## src/gsrt_pkg.sv

```systemverilog
// package for the service-request, serial-poll and trigger block
// assumes one clock domain and a synchronous active-low reset
package gsrt_pkg;
  // register byte offsets
  localparam logic [7:0] GSRT_CTRL_OFS = 8'h00;
  localparam logic [7:0] GSRT_TRIG_OFS = 8'h04;
  localparam logic [7:0] GSRT_STAT_OFS = 8'h08;
  localparam logic [7:0] GSRT_EVENT_OFS = 8'h0C;
  localparam logic [7:0] GSRT_EVTRIG_OFS = 8'h10;
  // control register field positions
  localparam int GSRT_CTRL_RQS_BIT = 0;
  localparam int GSRT_CTRL_USR1_BIT = 1;
  localparam int GSRT_CTRL_USR2_BIT = 2;
  localparam int GSRT_CTRL_ANY_BIT = 3;
  localparam int GSRT_CTRL_VERB_BIT = 4;
  localparam int GSRT_CTRL_SWADDR_LSB = 8;
  // reset values; service request enable forced on at power-up
  localparam logic [31:0] GSRT_CTRL_RESET = 32'h0000_0001;
  // bus address bases
  localparam logic [7:0] GSRT_LISTEN_BASE = 8'h20;
  localparam logic [7:0] GSRT_TALK_BASE = 8'h40;
  localparam logic [7:0] GSRT_UNL = 8'h3F;
  localparam logic [7:0] GSRT_UNT = 8'h5F;
  // interface message codes
  localparam logic [7:0] GSRT_DCL = 8'h14;
  localparam logic [7:0] GSRT_SDC = 8'h04;
  localparam logic [7:0] GSRT_GET = 8'h08;
  localparam logic [7:0] GSRT_SPE = 8'h18;
  localparam logic [7:0] GSRT_SPD = 8'h19;
  localparam logic [7:0] GSRT_PPC = 8'h05;
  // status bytes: bit 6 is the request-service flag
  localparam logic [7:0] GSRT_STB_NONE = 8'h00;
  localparam logic [7:0] GSRT_STB_PWRON = 8'h41;
  localparam logic [7:0] GSRT_STB_ERR = 8'h61;
  localparam logic [7:0] GSRT_STB_STATUS = 8'h42;
  localparam logic [7:0] GSRT_STB_USR1 = 8'h43;
  localparam logic [7:0] GSRT_STB_USR2 = 8'h44;
  localparam logic [7:0] GSRT_STB_KEY = 8'h45;
  // event codes
  localparam logic [7:0] GSRT_EVC_PWRON = 8'h01;
  localparam logic [7:0] GSRT_EVC_ERR = 8'h02;
  localparam logic [7:0] GSRT_EVC_STATUS = 8'h03;
  localparam logic [7:0] GSRT_EVC_USR1 = 8'h04;
  localparam logic [7:0] GSRT_EVC_USR2 = 8'h05;
  localparam logic [7:0] GSRT_EVC_KEY = 8'h06;
  // number of event sources
  localparam int GSRT_NSRC = 6;
  // acquisition states
  typedef enum logic [1:0] {
    GSRT_ACQ_STOP = 2'b00,
    GSRT_ACQ_RUN = 2'b01,
    GSRT_ACQ_HOLD = 2'b10
  } gsrt_acq_t;
endpackage

```

## src/gsrt_top.sv

```systemverilog
// service request, serial poll and group trigger logic of the bus port
// assumes bus lines arrive on aclk and keys asynchronous; AXI4-Lite on aclk
// Summary of operation
// after poll enable, talk-addressed output carries the status byte
// poll disable returns talker output to normal responses
// reading the status byte in a poll releases the service request line
// parallel poll is never answered; no poll response bit driven
// group trigger acts only after a trigger setup was written
// group trigger honoured only while listen-addressed
// trigger setup holds stop, run or hold-next; trigger switches state
// service request asserted only while request enable is on; a line already raised stays up when enable is cleared
// request enable comes up on after every reset
// status byte encodes the type of the requesting event
// further pending requests raise the line again after a poll
// pending request never stalls normal message traffic
// event query gives numeric code; text flag only with verbose option
// each user button has a mask bit; set bit lets a press request
// user buttons report unique status byte and event code
// any-key mask lets any display key raise a request
// controller polls devices on seeing the request line
// controller addresses device as listener, then talker, for answers
// listen address is 32 plus switches, talk address 64 plus switches
// device clear drops pending events except the power-on event
// status byte latched at poll read start, held until handshake ends
//
// The address map and the AXI4-Lite slave port were decided locally.
module gsrt_top
  import gsrt_pkg::*;
(
  input wire logic aclk, // device clock
  input wire logic aresetn, // synchronous reset, active low
  input wire logic [7:0] bus_cmd, // interface message byte with atn
  input wire logic bus_cmd_stb, // one-cycle strobe for bus_cmd
  input wire logic talk_rd_start, // talker starts sending a byte
  input wire logic talk_rd_done, // talker byte handshake complete
  input wire logic [7:0] resp_data, // normal response byte
  output logic [7:0] talk_data, // byte put on the bus
  output logic srq_o, // service request line drive, high asserts
  output logic srq_oe_n, // drive enable, low while driving
  output logic ppr_oe_n, // parallel poll response enable, never low
  input wire logic [4:0] addr_sw, // rear address switches
  input wire logic err_evt, // error event pulse
  input wire logic status_evt, // status change pulse
  input wire logic usr1_key, // user button 1 pin
  input wire logic usr2_key, // user button 2 pin
  input wire logic any_key, // any display key pin
  output gsrt_pkg::gsrt_acq_t acq_state, // acquisition state request
  output logic listening, // listen-addressed
  output logic talking, // talk-addressed
  input wire logic [31:0] s_axi_awaddr, // write address
  input wire logic s_axi_awvalid, // write address valid
  output logic s_axi_awready, // write address ready
  input wire logic [31:0] s_axi_wdata, // write data
  input wire logic [3:0] s_axi_wstrb, // write strobes
  input wire logic s_axi_wvalid, // write data valid
  output logic s_axi_wready, // write data ready
  output logic [1:0] s_axi_bresp, // write response
  output logic s_axi_bvalid, // write response valid
  input wire logic s_axi_bready, // write response ready
  input wire logic [31:0] s_axi_araddr, // read address
  input wire logic s_axi_arvalid, // read address valid
  output logic s_axi_arready, // read address ready
  output logic [31:0] s_axi_rdata, // read data
  output logic [1:0] s_axi_rresp, // read response
  output logic s_axi_rvalid, // read data valid
  input wire logic s_axi_rready // read data ready
);
  import gsrt_pkg::*;

  typedef struct packed {
    logic [2:0] sy1; // first synchroniser stage of keys
    logic [2:0] sy2; // second stage
    logic [2:0] sy3; // previous value for edge detect
    logic listen;
    logic talk;
    logic sp_mode;
    logic [GSRT_NSRC-1:0] pend;
    logic srq;
    logic [7:0] stb_hold;
    logic [2:0] cur_src;
    logic [7:0] out;
    logic [31:0] ctrl;
    logic trig_armed;
    logic [1:0] trig_state;
    gsrt_acq_t acq;
    logic [7:0] last_evc;
    logic [2:0] last_src;
    logic aw_got;
    logic w_got;
    logic [7:0] aw_a;
    logic [31:0] w_d;
    logic [3:0] w_s;
    logic bvalid;
    logic [1:0] bresp;
    logic rvalid;
    logic [31:0] rdata;
    logic [1:0] rresp;
  } gsrt_state_t;

  gsrt_state_t r;
  gsrt_state_t next_r;

  ////////////////////////////////////////////////////////////////////
  // lowest index pending source wins; power-on first
  function automatic logic [2:0] pick_src(input logic [GSRT_NSRC-1:0] p);
    logic [2:0] s;
    s = 3'h7;
    for (int i = GSRT_NSRC - 1; i >= 0; i--) begin
      if (p[i]) begin
        s = i[2:0];
      end
    end
    return s;
  endfunction

  // status byte per source
  function automatic logic [7:0] stb_of(input logic [2:0] s);
    case (s)
      3'h0: stb_of = GSRT_STB_PWRON;
      3'h1: stb_of = GSRT_STB_ERR;
      3'h2: stb_of = GSRT_STB_STATUS;
      3'h3: stb_of = GSRT_STB_USR1;
      3'h4: stb_of = GSRT_STB_USR2;
      3'h5: stb_of = GSRT_STB_KEY;
      default: stb_of = GSRT_STB_NONE;
    endcase
  endfunction

  // event code per source
  function automatic logic [7:0] evc_of(input logic [2:0] s);
    case (s)
      3'h0: evc_of = GSRT_EVC_PWRON;
      3'h1: evc_of = GSRT_EVC_ERR;
      3'h2: evc_of = GSRT_EVC_STATUS;
      3'h3: evc_of = GSRT_EVC_USR1;
      3'h4: evc_of = GSRT_EVC_USR2;
      3'h5: evc_of = GSRT_EVC_KEY;
      default: evc_of = 8'h00;
    endcase
  endfunction

  // byte-lane merge of a register write
  function automatic logic [31:0] merge(input logic [31:0] o, input logic [31:0] d,
                                        input logic [3:0] s);
    logic [31:0] m;
    m = o;
    for (int i = 0; i < 4; i++) begin
      if (s[i]) begin
        m[i*8 +: 8] = d[i*8 +: 8];
      end
    end
    return m;
  endfunction

  ////////////////////////////////////////////////////////////////////
  // next-state logic
  always_comb begin
    logic [2:0] edges;
    logic [GSRT_NSRC-1:0] evt;
    logic [2:0] src;
    logic [7:0] my_listen;
    logic [7:0] my_talk;
    logic wr_go;
    logic rd_go;
    logic [31:0] wv;
    edges = 3'h0;
    evt = '0;
    src = 3'h7;
    my_listen = 8'h00;
    my_talk = 8'h00;
    wr_go = 1'b0;
    rd_go = 1'b0;
    wv = 32'h0000_0000;
    next_r = r;
    // keys pass two flops, third stage only for edge detect
    next_r.sy1 = {any_key, usr2_key, usr1_key};
    next_r.sy2 = r.sy1;
    next_r.sy3 = r.sy2;
    edges = r.sy2 & ~r.sy3;
    my_listen = GSRT_LISTEN_BASE + {3'h0, addr_sw};
    my_talk = GSRT_TALK_BASE + {3'h0, addr_sw};
    // addressing and interface messages
    if (bus_cmd_stb) begin
      if (bus_cmd == my_listen) begin
        next_r.listen = 1'b1;
      end else if (bus_cmd == GSRT_UNL) begin
        next_r.listen = 1'b0;
      end
      if (bus_cmd == my_talk) begin
        next_r.talk = 1'b1;
      end else if (bus_cmd == GSRT_UNT || bus_cmd[7:5] == 3'b010) begin
        next_r.talk = 1'b0;
      end
      if (bus_cmd == GSRT_SPE) begin
        next_r.sp_mode = 1'b1;
      end
      if (bus_cmd == GSRT_SPD) begin
        next_r.sp_mode = 1'b0;
      end
      // trigger needs setup and listener state
      if (bus_cmd == GSRT_GET && r.listen && r.trig_armed) begin
        next_r.acq = gsrt_acq_t'(r.trig_state);
      end
    end
    // event sources; key events gated by masks
    evt[1] = err_evt;
    evt[2] = status_evt;
    evt[3] = edges[0] & r.ctrl[GSRT_CTRL_USR1_BIT];
    evt[4] = edges[1] & r.ctrl[GSRT_CTRL_USR2_BIT];
    evt[5] = edges[2] & r.ctrl[GSRT_CTRL_ANY_BIT];
    // device clear keeps only the power-on event
    if (bus_cmd_stb && (bus_cmd == GSRT_DCL || (bus_cmd == GSRT_SDC && r.listen))) begin
      next_r.pend = r.pend & 6'b000001;
      next_r.srq = r.srq & (r.cur_src == 3'h0);
    end
    // latch status byte at start of a poll read
    if (r.sp_mode && r.talk && talk_rd_start) begin
      next_r.stb_hold = r.srq ? stb_of(r.cur_src) : GSRT_STB_NONE;
    end
    // poll read done: release line and retire the event
    if (r.sp_mode && r.talk && talk_rd_done && r.srq) begin
      next_r.srq = 1'b0;
      next_r.pend[r.cur_src] = 1'b0;
      next_r.last_src = r.cur_src;
      next_r.last_evc = evc_of(r.cur_src);
    end
    // new events win over the retire in the same cycle
    next_r.pend = next_r.pend | evt;
    // raise again for each pending request; no raise while disabled
    src = pick_src(next_r.pend);
    if (!r.srq && !next_r.srq && src != 3'h7 && r.ctrl[GSRT_CTRL_RQS_BIT]
        && !(r.sp_mode && r.talk && talk_rd_done)) begin
      next_r.srq = 1'b1;
      next_r.cur_src = src;
    end
    // talker output: status byte or normal data, never waits on srq
    next_r.out = (r.sp_mode) ? next_r.stb_hold : resp_data;
    // axi write path
    if (s_axi_awvalid && !r.aw_got) begin
      next_r.aw_got = 1'b1;
      next_r.aw_a = s_axi_awaddr[7:0];
    end
    if (s_axi_wvalid && !r.w_got) begin
      next_r.w_got = 1'b1;
      next_r.w_d = s_axi_wdata;
      next_r.w_s = s_axi_wstrb;
    end
    wr_go = r.aw_got && r.w_got && !r.bvalid;
    if (wr_go) begin
      next_r.aw_got = 1'b0;
      next_r.w_got = 1'b0;
      next_r.bvalid = 1'b1;
      next_r.bresp = 2'b00;
      case (r.aw_a)
        GSRT_CTRL_OFS: begin
          next_r.ctrl = merge(r.ctrl, r.w_d, r.w_s) & 32'h0000_001F;
        end
        GSRT_TRIG_OFS: begin
          wv = merge({30'h0, r.trig_state}, r.w_d, r.w_s);
          if (wv[1:0] != 2'b11) begin
            next_r.trig_state = wv[1:0];
            next_r.trig_armed = wv[4];
          end else begin
            next_r.bresp = 2'b10;
          end
        end
        default: begin
          next_r.bresp = 2'b10;
        end
      endcase
    end
    if (r.bvalid && s_axi_bready) begin
      next_r.bvalid = 1'b0;
    end
    // axi read path
    rd_go = s_axi_arvalid && !r.rvalid;
    if (rd_go) begin
      next_r.rvalid = 1'b1;
      next_r.rresp = 2'b00;
      case (s_axi_araddr[7:0])
        GSRT_CTRL_OFS: next_r.rdata = r.ctrl | {19'h0, addr_sw, 8'h00};
        GSRT_TRIG_OFS: next_r.rdata = {27'h0, r.trig_armed, 2'b00, r.trig_state};
        GSRT_STAT_OFS: next_r.rdata = {16'h0, 2'b00, r.pend, r.srq, r.sp_mode,
                                       r.listen, r.talk, 2'b00, r.acq};
        GSRT_EVENT_OFS: next_r.rdata = {r.ctrl[GSRT_CTRL_VERB_BIT], 15'h0,
                                        5'h0, r.last_src, r.last_evc};
        GSRT_EVTRIG_OFS: next_r.rdata = {24'h0, stb_of(r.last_src)};
        default: begin
          next_r.rdata = 32'h0000_0000;
          next_r.rresp = 2'b10;
        end
      endcase
    end
    if (r.rvalid && s_axi_rready) begin
      next_r.rvalid = 1'b0;
    end
  end

  ////////////////////////////////////////////////////////////////////
  // state register; reset starts with power-on event pending
  always_ff @(posedge aclk) begin
    if (!aresetn) begin
      r <= '0;
      r.ctrl <= GSRT_CTRL_RESET;
      r.pend <= 6'b000001;
      r.cur_src <= 3'h7;
      r.last_src <= 3'h7;
      r.acq <= GSRT_ACQ_STOP;
    end else begin
      r <= next_r;
    end
  end

  ////////////////////////////////////////////////////////////////////
  // outputs
  assign talk_data = r.out;
  assign srq_o = r.srq;
  assign srq_oe_n = ~r.srq;
  assign ppr_oe_n = 1'b1;
  assign acq_state = r.acq;
  assign listening = r.listen;
  assign talking = r.talk;
  assign s_axi_awready = !r.aw_got;
  assign s_axi_wready = !r.w_got;
  assign s_axi_bvalid = r.bvalid;
  assign s_axi_bresp = r.bresp;
  assign s_axi_arready = !r.rvalid;
  assign s_axi_rvalid = r.rvalid;
  assign s_axi_rdata = r.rdata;
  assign s_axi_rresp = r.rresp;
endmodule

```

## config.mk

```make
export PLATFORM = sky130hd
export DESIGN_NAME = gsrt_top
export DESIGN_NICKNAME = d
export VERILOG_FILES = /design/src/gsrt_pkg.sv /design/src/gsrt_top.sv
export SDC_FILE = /design/constraint.sdc
export NUM_CORES = 1
export LEC_CHECK = 0
export BUFFER_PORTS_ARGS = -buffer_cell sky130_fd_sc_hd__clkbuf_2
export CAP_MARGIN = 20
export CORE_MARGIN = 1.5
export CORE_UTILIZATION = 51
export CTS_CLUSTER_SIZE = 16
export DETAILED_ROUTE_END_ITERATION = 8
export PLACE_DENSITY = 0.95
export SLEW_MARGIN = 15
export SYNTH_ARGS = -nofsm -noshare
export SYNTH_HDL_FRONTEND = slang
export SYNTH_SLANG_ARGS = --single-unit
```

## constraint.sdc

```tcl
create_clock -name aclk -period 3 [get_ports aclk]
set_input_delay 0.15 -clock aclk [delete_from_list [all_inputs] [get_ports aclk]]
set_output_delay 0.15 -clock aclk [all_outputs]
set_load 0.05 [all_outputs]
```

==> impl_metrics.py, run 1 <==
metrics = {
    "yosys": {
        "ys.flop_type": "dfxtp_1",
        "netlist_area_mm2": 0.00419,
        "yosys.area_share.simple_pct": 24.6,
        "async_reset_ff_share_pct": 0,
        "synth_area_leaders": "dfxtp_1, buf_4, nor2b_1",
        "netlist_instances": 456,
        "yosys.area.top_type": "dfxtp_1",
        "synth_top_family_by_area": "simple AND/OR/NAND/NOR gates",
        "synthDominantCellAreaShare_pct": 42.6,
        "syn_area_per_cell_um2": 9.18,
        "yosysUniqueCellTypes": 56,
        "synth.yosys.seq_area_share_pct": 42.6,
        "synth_compound_area_share_pct": 12.8,
        "ys_warn_count": 0,
        "synth_xor_area_share_pct": 1.05,
        "synth_edf_count": 0,
        "synth.area.mux_share_pct": 7.77,
        "synth_fa_ha_area_share_pct": 0,
        "ys_ff_latch": 89,
    },
    "sta": {
        "clock.fmax_ghz": 0.439,
        "slew_viol_final": 0,
        "fin_skew_ps": 8.78,
        "hold_viol_final": 0,
        "setup-violations-final": 0,
        "worst_slack_ps": 721,
        "worst_slew_pin_slew_ps": 972,
        "rsz0062_at_grt": "false",
        "post-route-period-util_pct": 76.0,
        "finalCriticalPeriod_ps": 2280,
        "slew_headroom_pct": 35.2,
        "fin_setup_tns_ps": 0,
    },
    "floorplanning": {
        "fp-row-count": 32,
        "core_mm2": 0.00785,
        "die_area_mm2": 0.00876,
        "start_util_pct": 53.3,
        "die_x_um": 93.6,
        "ios": 192,
        "die_y_um": 93.6,
    },
    "layout": {
        "diodes": 0,
        "drive_gt1_share_pct": 23.2,
        "nets": 654,
        "final_cell_mix": "clkbuf_2, dfxtp_1, nor2b_1",
        "finish.instance_area_mm2": 0.00466,
        "syn_to_final_growth_pct": 11.3,
        "fin_cells": 623,
        "final_common_cell": "clkbuf_2",
        "fillers": 643,
    },
    "global_route": {
        "grt_pass1_vias": 3346,
        "grt_usage_pct": 23.6,
        "grt_overflow_total": 0,
        "grt_start_max_net_pins": 61,
        "grt_pass1_wl_um": 15900,
        "antenna_found_initial": 0,
    },
    "clocking": {
        "cts_tree": "yes",
        "numCtsBuffers": 9,
        "cts_max_level": 3,
        "cts.path.max_buffers": 2,
        "clkLatencyLatePin_ps": 360,
        "clk_pin_slew_ps": 80,
        "clock-sinks": 89,
        "cts_setup_buffers": 0,
        "root_buffer": "clkbuf_8",
    },
    "critical_path": {
        "r2r-start": "r[158]",
        "crit_path_start_kind": "register",
        "crit_fanout": 17,
        "cp-end-kind": "register",
        "arrival_ps": 2520,
        "startpoint": "r[158]",
        "crit_type": "reg2reg",
        "crit_required_ps": 3240,
    },
    "pwr": {
        "power_density_mw_per_mm2": 512,
        "vdd.ir_drop.worst_mv": 0.227,
        "total_power_w": 0.00239,
        "p_leak_nw": 2.10,
    },
    "place": {
        "dpl.hpwl_um": 7400,
        "placed_area_mm2": 0.00445,
        "io_buffers": 93,
        "gp_congestion": 0.869,
        "dp_slack_ps": 825,
        "placedCellCount": 606,
    },
    "route": {
        "vias": 3499,
        "wirelength_um": 10200,
        "ant_nets": 0,
        "drt_iter0_drc": 276,
        "firstDrtPassIters": 6,
        "wl_per_cell_um": 16.4,
        "drc_errors": 0,
        "viasPerCell": 5.62,
    },
    "outcome": {
        "status": "finished clean",
    },
    "run": {
        "maxCapViolCount": 0,
    },
    "hold_path": {
        "hp-class": "in2reg",
        "hold_path_startpoint": "resp_data[6]",
    },
}
-- routing by layer --
layer | vias up | GRT usage [%] | wire length, um
li1 | 1643 | - | -
met1 | 1639 | 28.2 | 3950
met2 | 183 | 39.6 | 5190
met3 | 34 | 4.23 | 753
met4 | 0 | 13.6 | 327
met5 | - | 0 | 0
-- Yosys cell counts (3+ instances only) --
library cell   n
and3_1        14
mux2i_1       28
nand2_1       37
nor3_1         8
inv_1          9
a21boi_1       4
a31oi_1        4
a32o_1         3
a21oi_1        9
buf_4         47
nor2_1        21
a221oi_1       4
and2_1        15
o211ai_1       3
o21ai_0        9
dfxtp_1       89
a22oi_1        5
o211a_1        8
nand4_1        4
xnor2_1        3
nand3_1       19
clkbuf_1      16
a21boi_0       5
nor2b_1       49
-- where the power goes --
group,total [W],internal [W],switching [W],leakage [nW]
logic,0.000340,0.000107,0.000232,1.28
clock network,0.000800,0.000398,0.000402,0.0913
registers,0.00125,0.00122,0.0000304,0.727
total,0.00239,0.00172,0.000665,2.10
-- timing repair --
| action | CTS | global route |
|---|---|---|
| endpoints found under the hold margin | 3 | 0 |
| hold buffers | 3 | 0 |
| gates resized for setup | 0 | 0 |
-- final cells by class --
cell class / instances / area, um^2 / share of cell area [%]
multi-input cells: 309 / 2010 / 43.1
flip-flops and latches: 89 / 1780 / 38.2
repair buffers: 100 / 526 / 11.3
clock buffers: 11 / 141 / 3.03
well taps: 102 / 128 / 2.74
clock inverters: 3 / 42.5 / 0.913
inverters: 9 / 33.8 / 0.725
-- worst max-delay path: stages (launching register included) --
cell and delay, ps:
dfxtp_1 410, buf_4 240, nand3_1 170, nor2_1 180
buf_4 190, nand3_1 130, a31oi_2 340, and4bb_1 280
and3_1 160, a211oi_1 50
-- sequential cells by signal (all words and copies together), names as in the netlist, 2 cells and up --
name,cells
acq_state,2
r,51
next_r,6
s_axi_rdata,15
talk_data,8
-- metrics by stage --
stage          hold slack, ps  utilization (%)
3_5_place_dp              363             56.7
4_1_cts                  9.50             59.4
3_3_place_gp              365             56.7
6_report                 12.6             59.4
5_1_grt                  4.73             59.4
2_1_floorplan             258                -
-- worst paths after layout --
| check | to | slack [ps] | cells after the start |
|---|---|---|---|
| worst max-delay path | r[140] | 720 | 9 |
| worst min-delay path | talk_data[6] | 10 | 2 |
| worst max register to register | r[140] | 720 | 9 |
| worst min register to register | next_r[163] | 440 | 1 |
-- kinds of logic (layout without fill, tap and decap cells) --
kind of cell | Yosys count | in the layout
flops | 89 | 89
compound gates | 69 | 69
simple gates | 185 | 185
mux | 30 | 30
other cells | 2 | 20
buf+inv | 76 | 123
xor+xnor | 5 | 5
No activity file was read; power rests on OpenSTA's default activity.
==> run 2: changes to the inputs <==
--- a/config.mk
+++ b/config.mk
@@ -8,10 +8,10 @@
 export BUFFER_PORTS_ARGS = -buffer_cell sky130_fd_sc_hd__clkbuf_2
 export CAP_MARGIN = 20
 export CORE_MARGIN = 1.5
-export CORE_UTILIZATION = 51
+export CORE_UTILIZATION = 47
 export CTS_CLUSTER_SIZE = 16
 export DETAILED_ROUTE_END_ITERATION = 8
-export PLACE_DENSITY = 0.95
+export PLACE_DENSITY = 0.9
 export SLEW_MARGIN = 15
 export SYNTH_ARGS = -nofsm -noshare
 export SYNTH_HDL_FRONTEND = slang
==> constraint.sdc (replaced) <==
create_clock -name aclk -period 2.2 [get_ports aclk]
set_input_delay 0.11 -clock aclk [delete_from_list [all_inputs] [get_ports aclk]]
set_output_delay 0.11 -clock aclk [all_outputs]
set_load 0.05 [all_outputs]
==> run 2 against run 1 <==
  * Core utilization down 3.7 points
  * Clock-buffer cell count down 1
  * Clock power up 36%
  * Critical endpoint unchanged
  * Worst setup slack worse by 580 ps
  * Via count down 1.5%
  * Cell area up 3.6%
  * First-iteration DRC count down 29%
  * Global-route usage down 3.6 points
==> impl_metrics.py, run 2 (synthesis results as in run 1) <==
metrics = {
    "critical_path": {
        "worst-path-buf-inv": 0,
        "cpPeakStageDelay_ps": 480,
        "crit_path_start_kind": "register",
        "crit_fanout": 6,
        "cp-end-kind": "register",
        "cp_common_cell": "nand3_1",
        "cpMaxStageDelayCell": "dfxtp_1",
        "crit_chain": "nand3_1 -> nor2_1 -> nand3_1 -> a31oi_2 -> and4bb_1 -> and3_1 -> a211oi_1",
        "cp_top_family": "simple AND/OR/NAND/NOR gates",
        "crit_required_ps": 2440,
        "crit_type": "reg2reg",
        "arrival_ps": 2300,
    },
    "pwr": {
        "power_density_mw_per_mm2": 677,
        "switchingPower_w": 0.000976,
        "comb_power_share_pct": 14.7,
        "p_seq_share_pct": 52.1,
        "internal-power_w": 0.00229,
        "total_power_w": 0.00327,
        "vdd.ir_drop.worst_mv": 0.331,
        "power_frac_clock_pct": 33.3,
        "swShare_pct": 29.8,
        "p_leak_nw": 2.17,
    },
    "global_route": {
        "grt_usage_pct": 20.0,
        "grt_pass1_wl_um": 15400,
        "grt_overflow_total": 0,
        "grt_pass1_vias": 3320,
        "grt_start_max_net_pins": 64,
        "antenna_found_initial": 0,
    },
    "clocking": {
        "cts_setup_buffers": 0,
        "cts_tree": "yes",
        "numCtsBuffers": 9,
        "cts.path.max_buffers": 2,
        "clock-sinks": 89,
        "root_buffer": "clkbuf_8",
        "clk_pin_slew_ps": 100,
        "clkLatencyLatePin_ps": 360,
        "cts_max_level": 3,
    },
    "route": {
        "viasPerCell": 5.34,
        "vias": 3446,
        "drt_iter0_drc": 196,
        "ant_nets": 0,
        "firstDrtPassIters": 5,
        "drc_errors": 0,
        "wirelength_um": 9400,
        "wl_per_cell_um": 14.6,
    },
    "layout": {
        "largest_reg_flops": 51,
        "diodes": 0,
        "syn_to_final_growth_pct": 15.4,
        "drive_gt1_share_pct": 24.0,
        "nets": 668,
        "fillers": 783,
        "final_cell_mix": "clkbuf_2, dfxtp_1, nor2b_1",
        "top_register": "r",
        "final_common_cell": "clkbuf_2",
        "final_util_pct": 55.7,
        "fin_cells": 645,
    },
    "outcome": {
        "status": "finished clean",
    },
    "sta": {
        "worst_slew_pin_slew_ps": 881,
        "post-route-period-util_pct": 93.5,
        "slew_viol_final": 0,
        "fin_setup_tns_ps": 0,
        "hold_viol_final": 0,
        "setup-violations-final": 0,
        "rsz0062_at_grt": "false",
        "timing.hold.ws_ps": 13.5,
        "slew_headroom_pct": 41.1,
        "finalCriticalPeriod_ps": 2060,
        "clock.fmax_ghz": 0.486,
        "fin_skew_ps": 9.34,
    },
    "floorplanning": {
        "die_y_um": 97.4,
        "ios": 192,
        "start_util_pct": 48.2,
        "die_area_mm2": 0.00948,
        "fp-row-count": 34,
        "core_mm2": 0.00868,
        "die_x_um": 97.4,
    },
    "hold_path": {
        "hp-class": "in2reg",
    },
    "run": {
        "maxCapViolCount": 0,
    },
    "place": {
        "placedCellCount": 615,
        "io_buffers": 93,
        "gp_congestion": 0.884,
        "dpl.hpwl_um": 6930,
    },
}
run 2: worst paths after layout:
path | from | to | slack, ps | cells past startpoint
max | talking | r[140] | 140 | 7
max reg2reg | talking | r[140] | 140 | 7
min | s_axi_bready | s_axi_bvalid | 10 | 3
min reg2reg | next_r[166] | next_r[163] | 440 | 1
run 2: power by group through the flow:
| stage | Sequential [W] | Combinational, W | Clock, W |
|---|---|---|---|
| after CTS | 0.00170 | 0.000476 | 0.00111 |
| after global placement | 0.00173 | 0.000445 | 0 |
| after detailed placement | 0.00174 | 0.000456 | 0 |
| after global routing | 0.00171 | 0.000514 | 0.00118 |
| after floorplan | 0.00174 | 0.000367 | 0 |
| final | 0.00170 | 0.000479 | 0.00109 |
run 2: stage by stage:
stage               instance area, um^2  setup WS [ps]
floorplan                          4260           18.9
CTS                                4820           73.6
finish                             4830            143
global route                       4830           47.8
global placement                   4490            180
detailed placement                 4490            112
run 2: layout make-up:
type                    count  area (um^2)  share of cell area, %
repair buffers            114          671                   13.9
inverters                   9         33.8                  0.699
flip-flops and latches     89         1780                   36.9
clock buffers              10          138                   2.85
clock inverters             6         55.1                   1.14
multi-input cells         309         2010                   41.7
well taps                 108          135                   2.80
run 2: worst register-to-register path, cell delays in order (launching register included):
cell	delay, ps
dfxtp_1	480
nand3_1	200
nor2_1	280
nand3_1	150
a31oi_2	330
and4bb_1	290
and3_1	160
a211oi_1	40
run 2: timing repair:
action,in CTS,in global routing
hold endpoints to repair,14,0
setup endpoints to repair,0,1
hold buffers,14,0
gates resized for setup,0,1
run 2: routing by layer:
metal / routed length, um / global-route usage, % / up-vias
met5: 0 / 0 / -
met4: 329 / 10.8 / 0
met3: 611 / 3.74 / 28
met2: 4570 / 32.8 / 153
met1: 3890 / 24.8 / 1595
li1: - / - / 1670
==> run 3: changes to the inputs <==
--- a/config.mk
+++ b/config.mk
@@ -5,6 +5,7 @@
 export SDC_FILE = /design/constraint.sdc
 export NUM_CORES = 1
 export LEC_CHECK = 0
+export ABC_AREA = 1
 export BUFFER_PORTS_ARGS = -buffer_cell sky130_fd_sc_hd__clkbuf_2
 export CAP_MARGIN = 20
 export CORE_MARGIN = 1.5
==> run 3 against run 2 <==
  * Clock power rose by 12%
  * Largest power group unchanged
  * Cell area rose by 0.83%
  * Register-to-register slack improved by 120 ps
==> impl_metrics.py, run 3 <==
metrics = {
    "sta": {
        "post-route-period-util_pct": 88.0,
        "worst_slew_pin_slew_ps": 683,
        "hold_viol_final": 0,
        "fin_skew_ps": 12.3,
        "finalCriticalPeriod_ps": 1930,
        "rsz0062_at_grt": "false",
        "slew_headroom_pct": 54.4,
        "setup-violations-final": 0,
        "fin_setup_tns_ps": 0,
        "clock.fmax_ghz": 0.517,
        "slew_viol_final": 0,
    },
    "critical_path": {
        "cpMaxStageDelayCell": "dfxtp_1",
        "crit_required_ps": 2430,
        "crit_chain": "nand3_2 -> nor2_4 -> nand2_1 -> nand2_1 -> nor2_1 -> nor2_1 -> nand2_1 -> nand2_1 -> nand2_1 -> nand2_1 -> nand2_1 -> nand2_1 -> nand2_1",
        "startpoint": "talking",
        "r2r-start": "talking",
        "worst-path-buf-inv": 0,
        "crit_fanout": 14,
        "cp_common_cell": "nand2_1",
        "crit_path_start_kind": "register",
        "arrival_ps": 2160,
        "cp_top_family": "simple AND/OR/NAND/NOR gates",
        "crit_type": "reg2reg",
        "cp-end-kind": "register",
        "cpPeakStageDelay_ps": 510,
    },
    "floorplanning": {
        "die_x_um": 97.7,
        "core_mm2": 0.00872,
        "start_util_pct": 48.4,
        "die_area_mm2": 0.00955,
        "ios": 192,
        "die_y_um": 97.7,
        "fp-row-count": 34,
    },
    "global_route": {
        "grt_pass1_vias": 3515,
        "grt_start_max_net_pins": 49,
        "antenna_found_initial": 0,
        "grt_usage_pct": 20.6,
        "grt_pass1_wl_um": 15900,
        "grt_overflow_total": 0,
    },
    "yosys": {
        "yosys.area.top_type": "dfxtp_1",
        "synth_area_leaders": "dfxtp_1, buf_4, nand2_1",
        "ys_warn_count": 0,
        "netlist_area_mm2": 0.00422,
        "syn_area_per_cell_um2": 7.21,
        "synthDominantCellAreaShare_pct": 42.3,
        "async_reset_ff_share_pct": 0,
        "synth.yosys.seq_area_share_pct": 42.3,
        "synth_edf_count": 0,
        "yosysUniqueCellTypes": 42,
        "netlist_instances": 585,
        "synth_most_common_cell": "nand2_1",
        "ys.flop_type": "dfxtp_1",
        "ys_ff_latch": 89,
        "synth_common_cells": "nand2_1, dfxtp_1, nor2_1, inv_1, buf_4",
    },
    "route": {
        "wl_per_cell_um": 12.7,
        "drc_errors": 0,
        "ant_nets": 0,
        "vias": 3853,
        "drt_iter0_drc": 257,
        "wirelength_um": 9830,
        "viasPerCell": 4.97,
        "firstDrtPassIters": 5,
    },
    "layout": {
        "top_register": "r",
        "largest_reg_flops": 51,
        "drive_gt1_share_pct": 20.8,
        "syn_to_final_growth_pct": 15.5,
        "final_common_cell": "nand2_1",
        "diodes": 0,
        "final_cell_mix": "nand2_1, clkbuf_2, dfxtp_1",
        "nets": 800,
    },
    "run": {
        "maxCapViolCount": 0,
    },
    "clocking": {
        "clk_pin_slew_ps": 90,
        "numCtsBuffers": 9,
        "cts_max_level": 3,
        "clock-sinks": 89,
        "cts_setup_buffers": 0,
        "post_cts_resized": 0,
        "root_buffer": "clkbuf_8",
        "clkLatencyLatePin_ps": 350,
        "cts.path.max_buffers": 2,
        "cts_tree": "yes",
        "postCtsHoldBufs": 15,
    },
    "pwr": {
        "total_power_w": 0.00342,
        "vdd.ir_drop.worst_mv": 0.365,
        "power_density_mw_per_mm2": 702,
        "p_leak_nw": 2.35,
    },
    "place": {
        "dpl.hpwl_um": 7230,
        "io_buffers": 93,
        "gp_congestion": 0.980,
    },
    "outcome": {
        "status": "finished clean",
    },
    "hold_path": {
        "hold_path_startpoint": "s_axi_wdata[4]",
        "hp-class": "in2reg",
    },
}
==> run 3: cell count changes in the layout (fill, tap and decap cells not counted), moves of 8 or more <==
cell / change
inv_1: +62
o21ai_0: +31
and3_1: -14
nor2_1: +64
nor2b_1: -49
nand2_1: +58
and2_1: -15
inv_2: +10
o211a_1: -8
mux2i_1: -28
a21oi_1: +27
==> run 3: final timing paths <==
kind	to	slack [ps]	depth (start not counted)
worst min register to register	next_r[163]	420	2
worst max register to register	r[140]	270	13
worst min-delay path	r[46]	4	3
worst max-delay path	r[140]	270	13
==> run 3: metrics by stage <==
| stage | util, % | instance area (um^2) | instances | setup slack, ps | hold WS, ps |
|---|---|---|---|---|---|
| detailed placement | 51.6 | 4500 | 746 | 335 | 302 |
| CTS | 55.8 | 4870 | 776 | 309 | 3.07 |
| finish | 55.8 | 4870 | 776 | 265 | 3.65 |
| global placement | 51.6 | 4500 | 746 | 378 | 295 |
| floorplan | - | 4280 | 603 | 290 | 208 |
| global route | 55.8 | 4870 | 776 | 96.7 | 3.79 |
==> run 3: per-layer routing <==
layer / global-route usage (%) / vias up / share of wire, %
li1: - / 1979 / -
met1: 26.7 / 1701 / 44
met2: 32.9 / 152 / 45
met3: 5.54 / 21 / 7.9
met4: 7.69 / 0 / 2.4
met5: 0 / - / 0
==> run 3: tightest hold or removal path: cells and delay by family <==
family	cells	cell delay (ps)
simple gates	2	120
buf+inv	1	80
==> run 3: report_power, final <==
group	leakage, nW	total [W]	switching (W)	internal [W]
registers	0.728	0.00171	0.0000403	0.00167
clock network	0.113	0.00122	0.000556	0.000665
logic	1.50	0.000491	0.000352	0.000139
total	2.35	0.00342	0.000948	0.00247
==> run 3: final cells by class <==
class / count / area, um^2
Clock inverter: 5 / 78.8
Sequential cell: 89 / 1780
Fill cell: 812 / 3850
Tap cell: 108 / 135
Clock buffer: 10 / 138
Inverter: 82 / 308
Multi-Input combinational cell: 369 / 1780
Timing Repair Buffer: 113 / 653
==> run 3: cells by family (layout without fill, tap and decap cells) <==
family | count (synthesis) | count (layout) | synth area share [%]
buf+inv | 145 | 210 | 17.2
flops | 89 | 89 | 42.3
simple gates | 232 | 232 | 24.1
compound gates | 114 | 114 | 15.6
other cells | 2 | 20 | 0.178
xor+xnor | 3 | 3 | 0.623
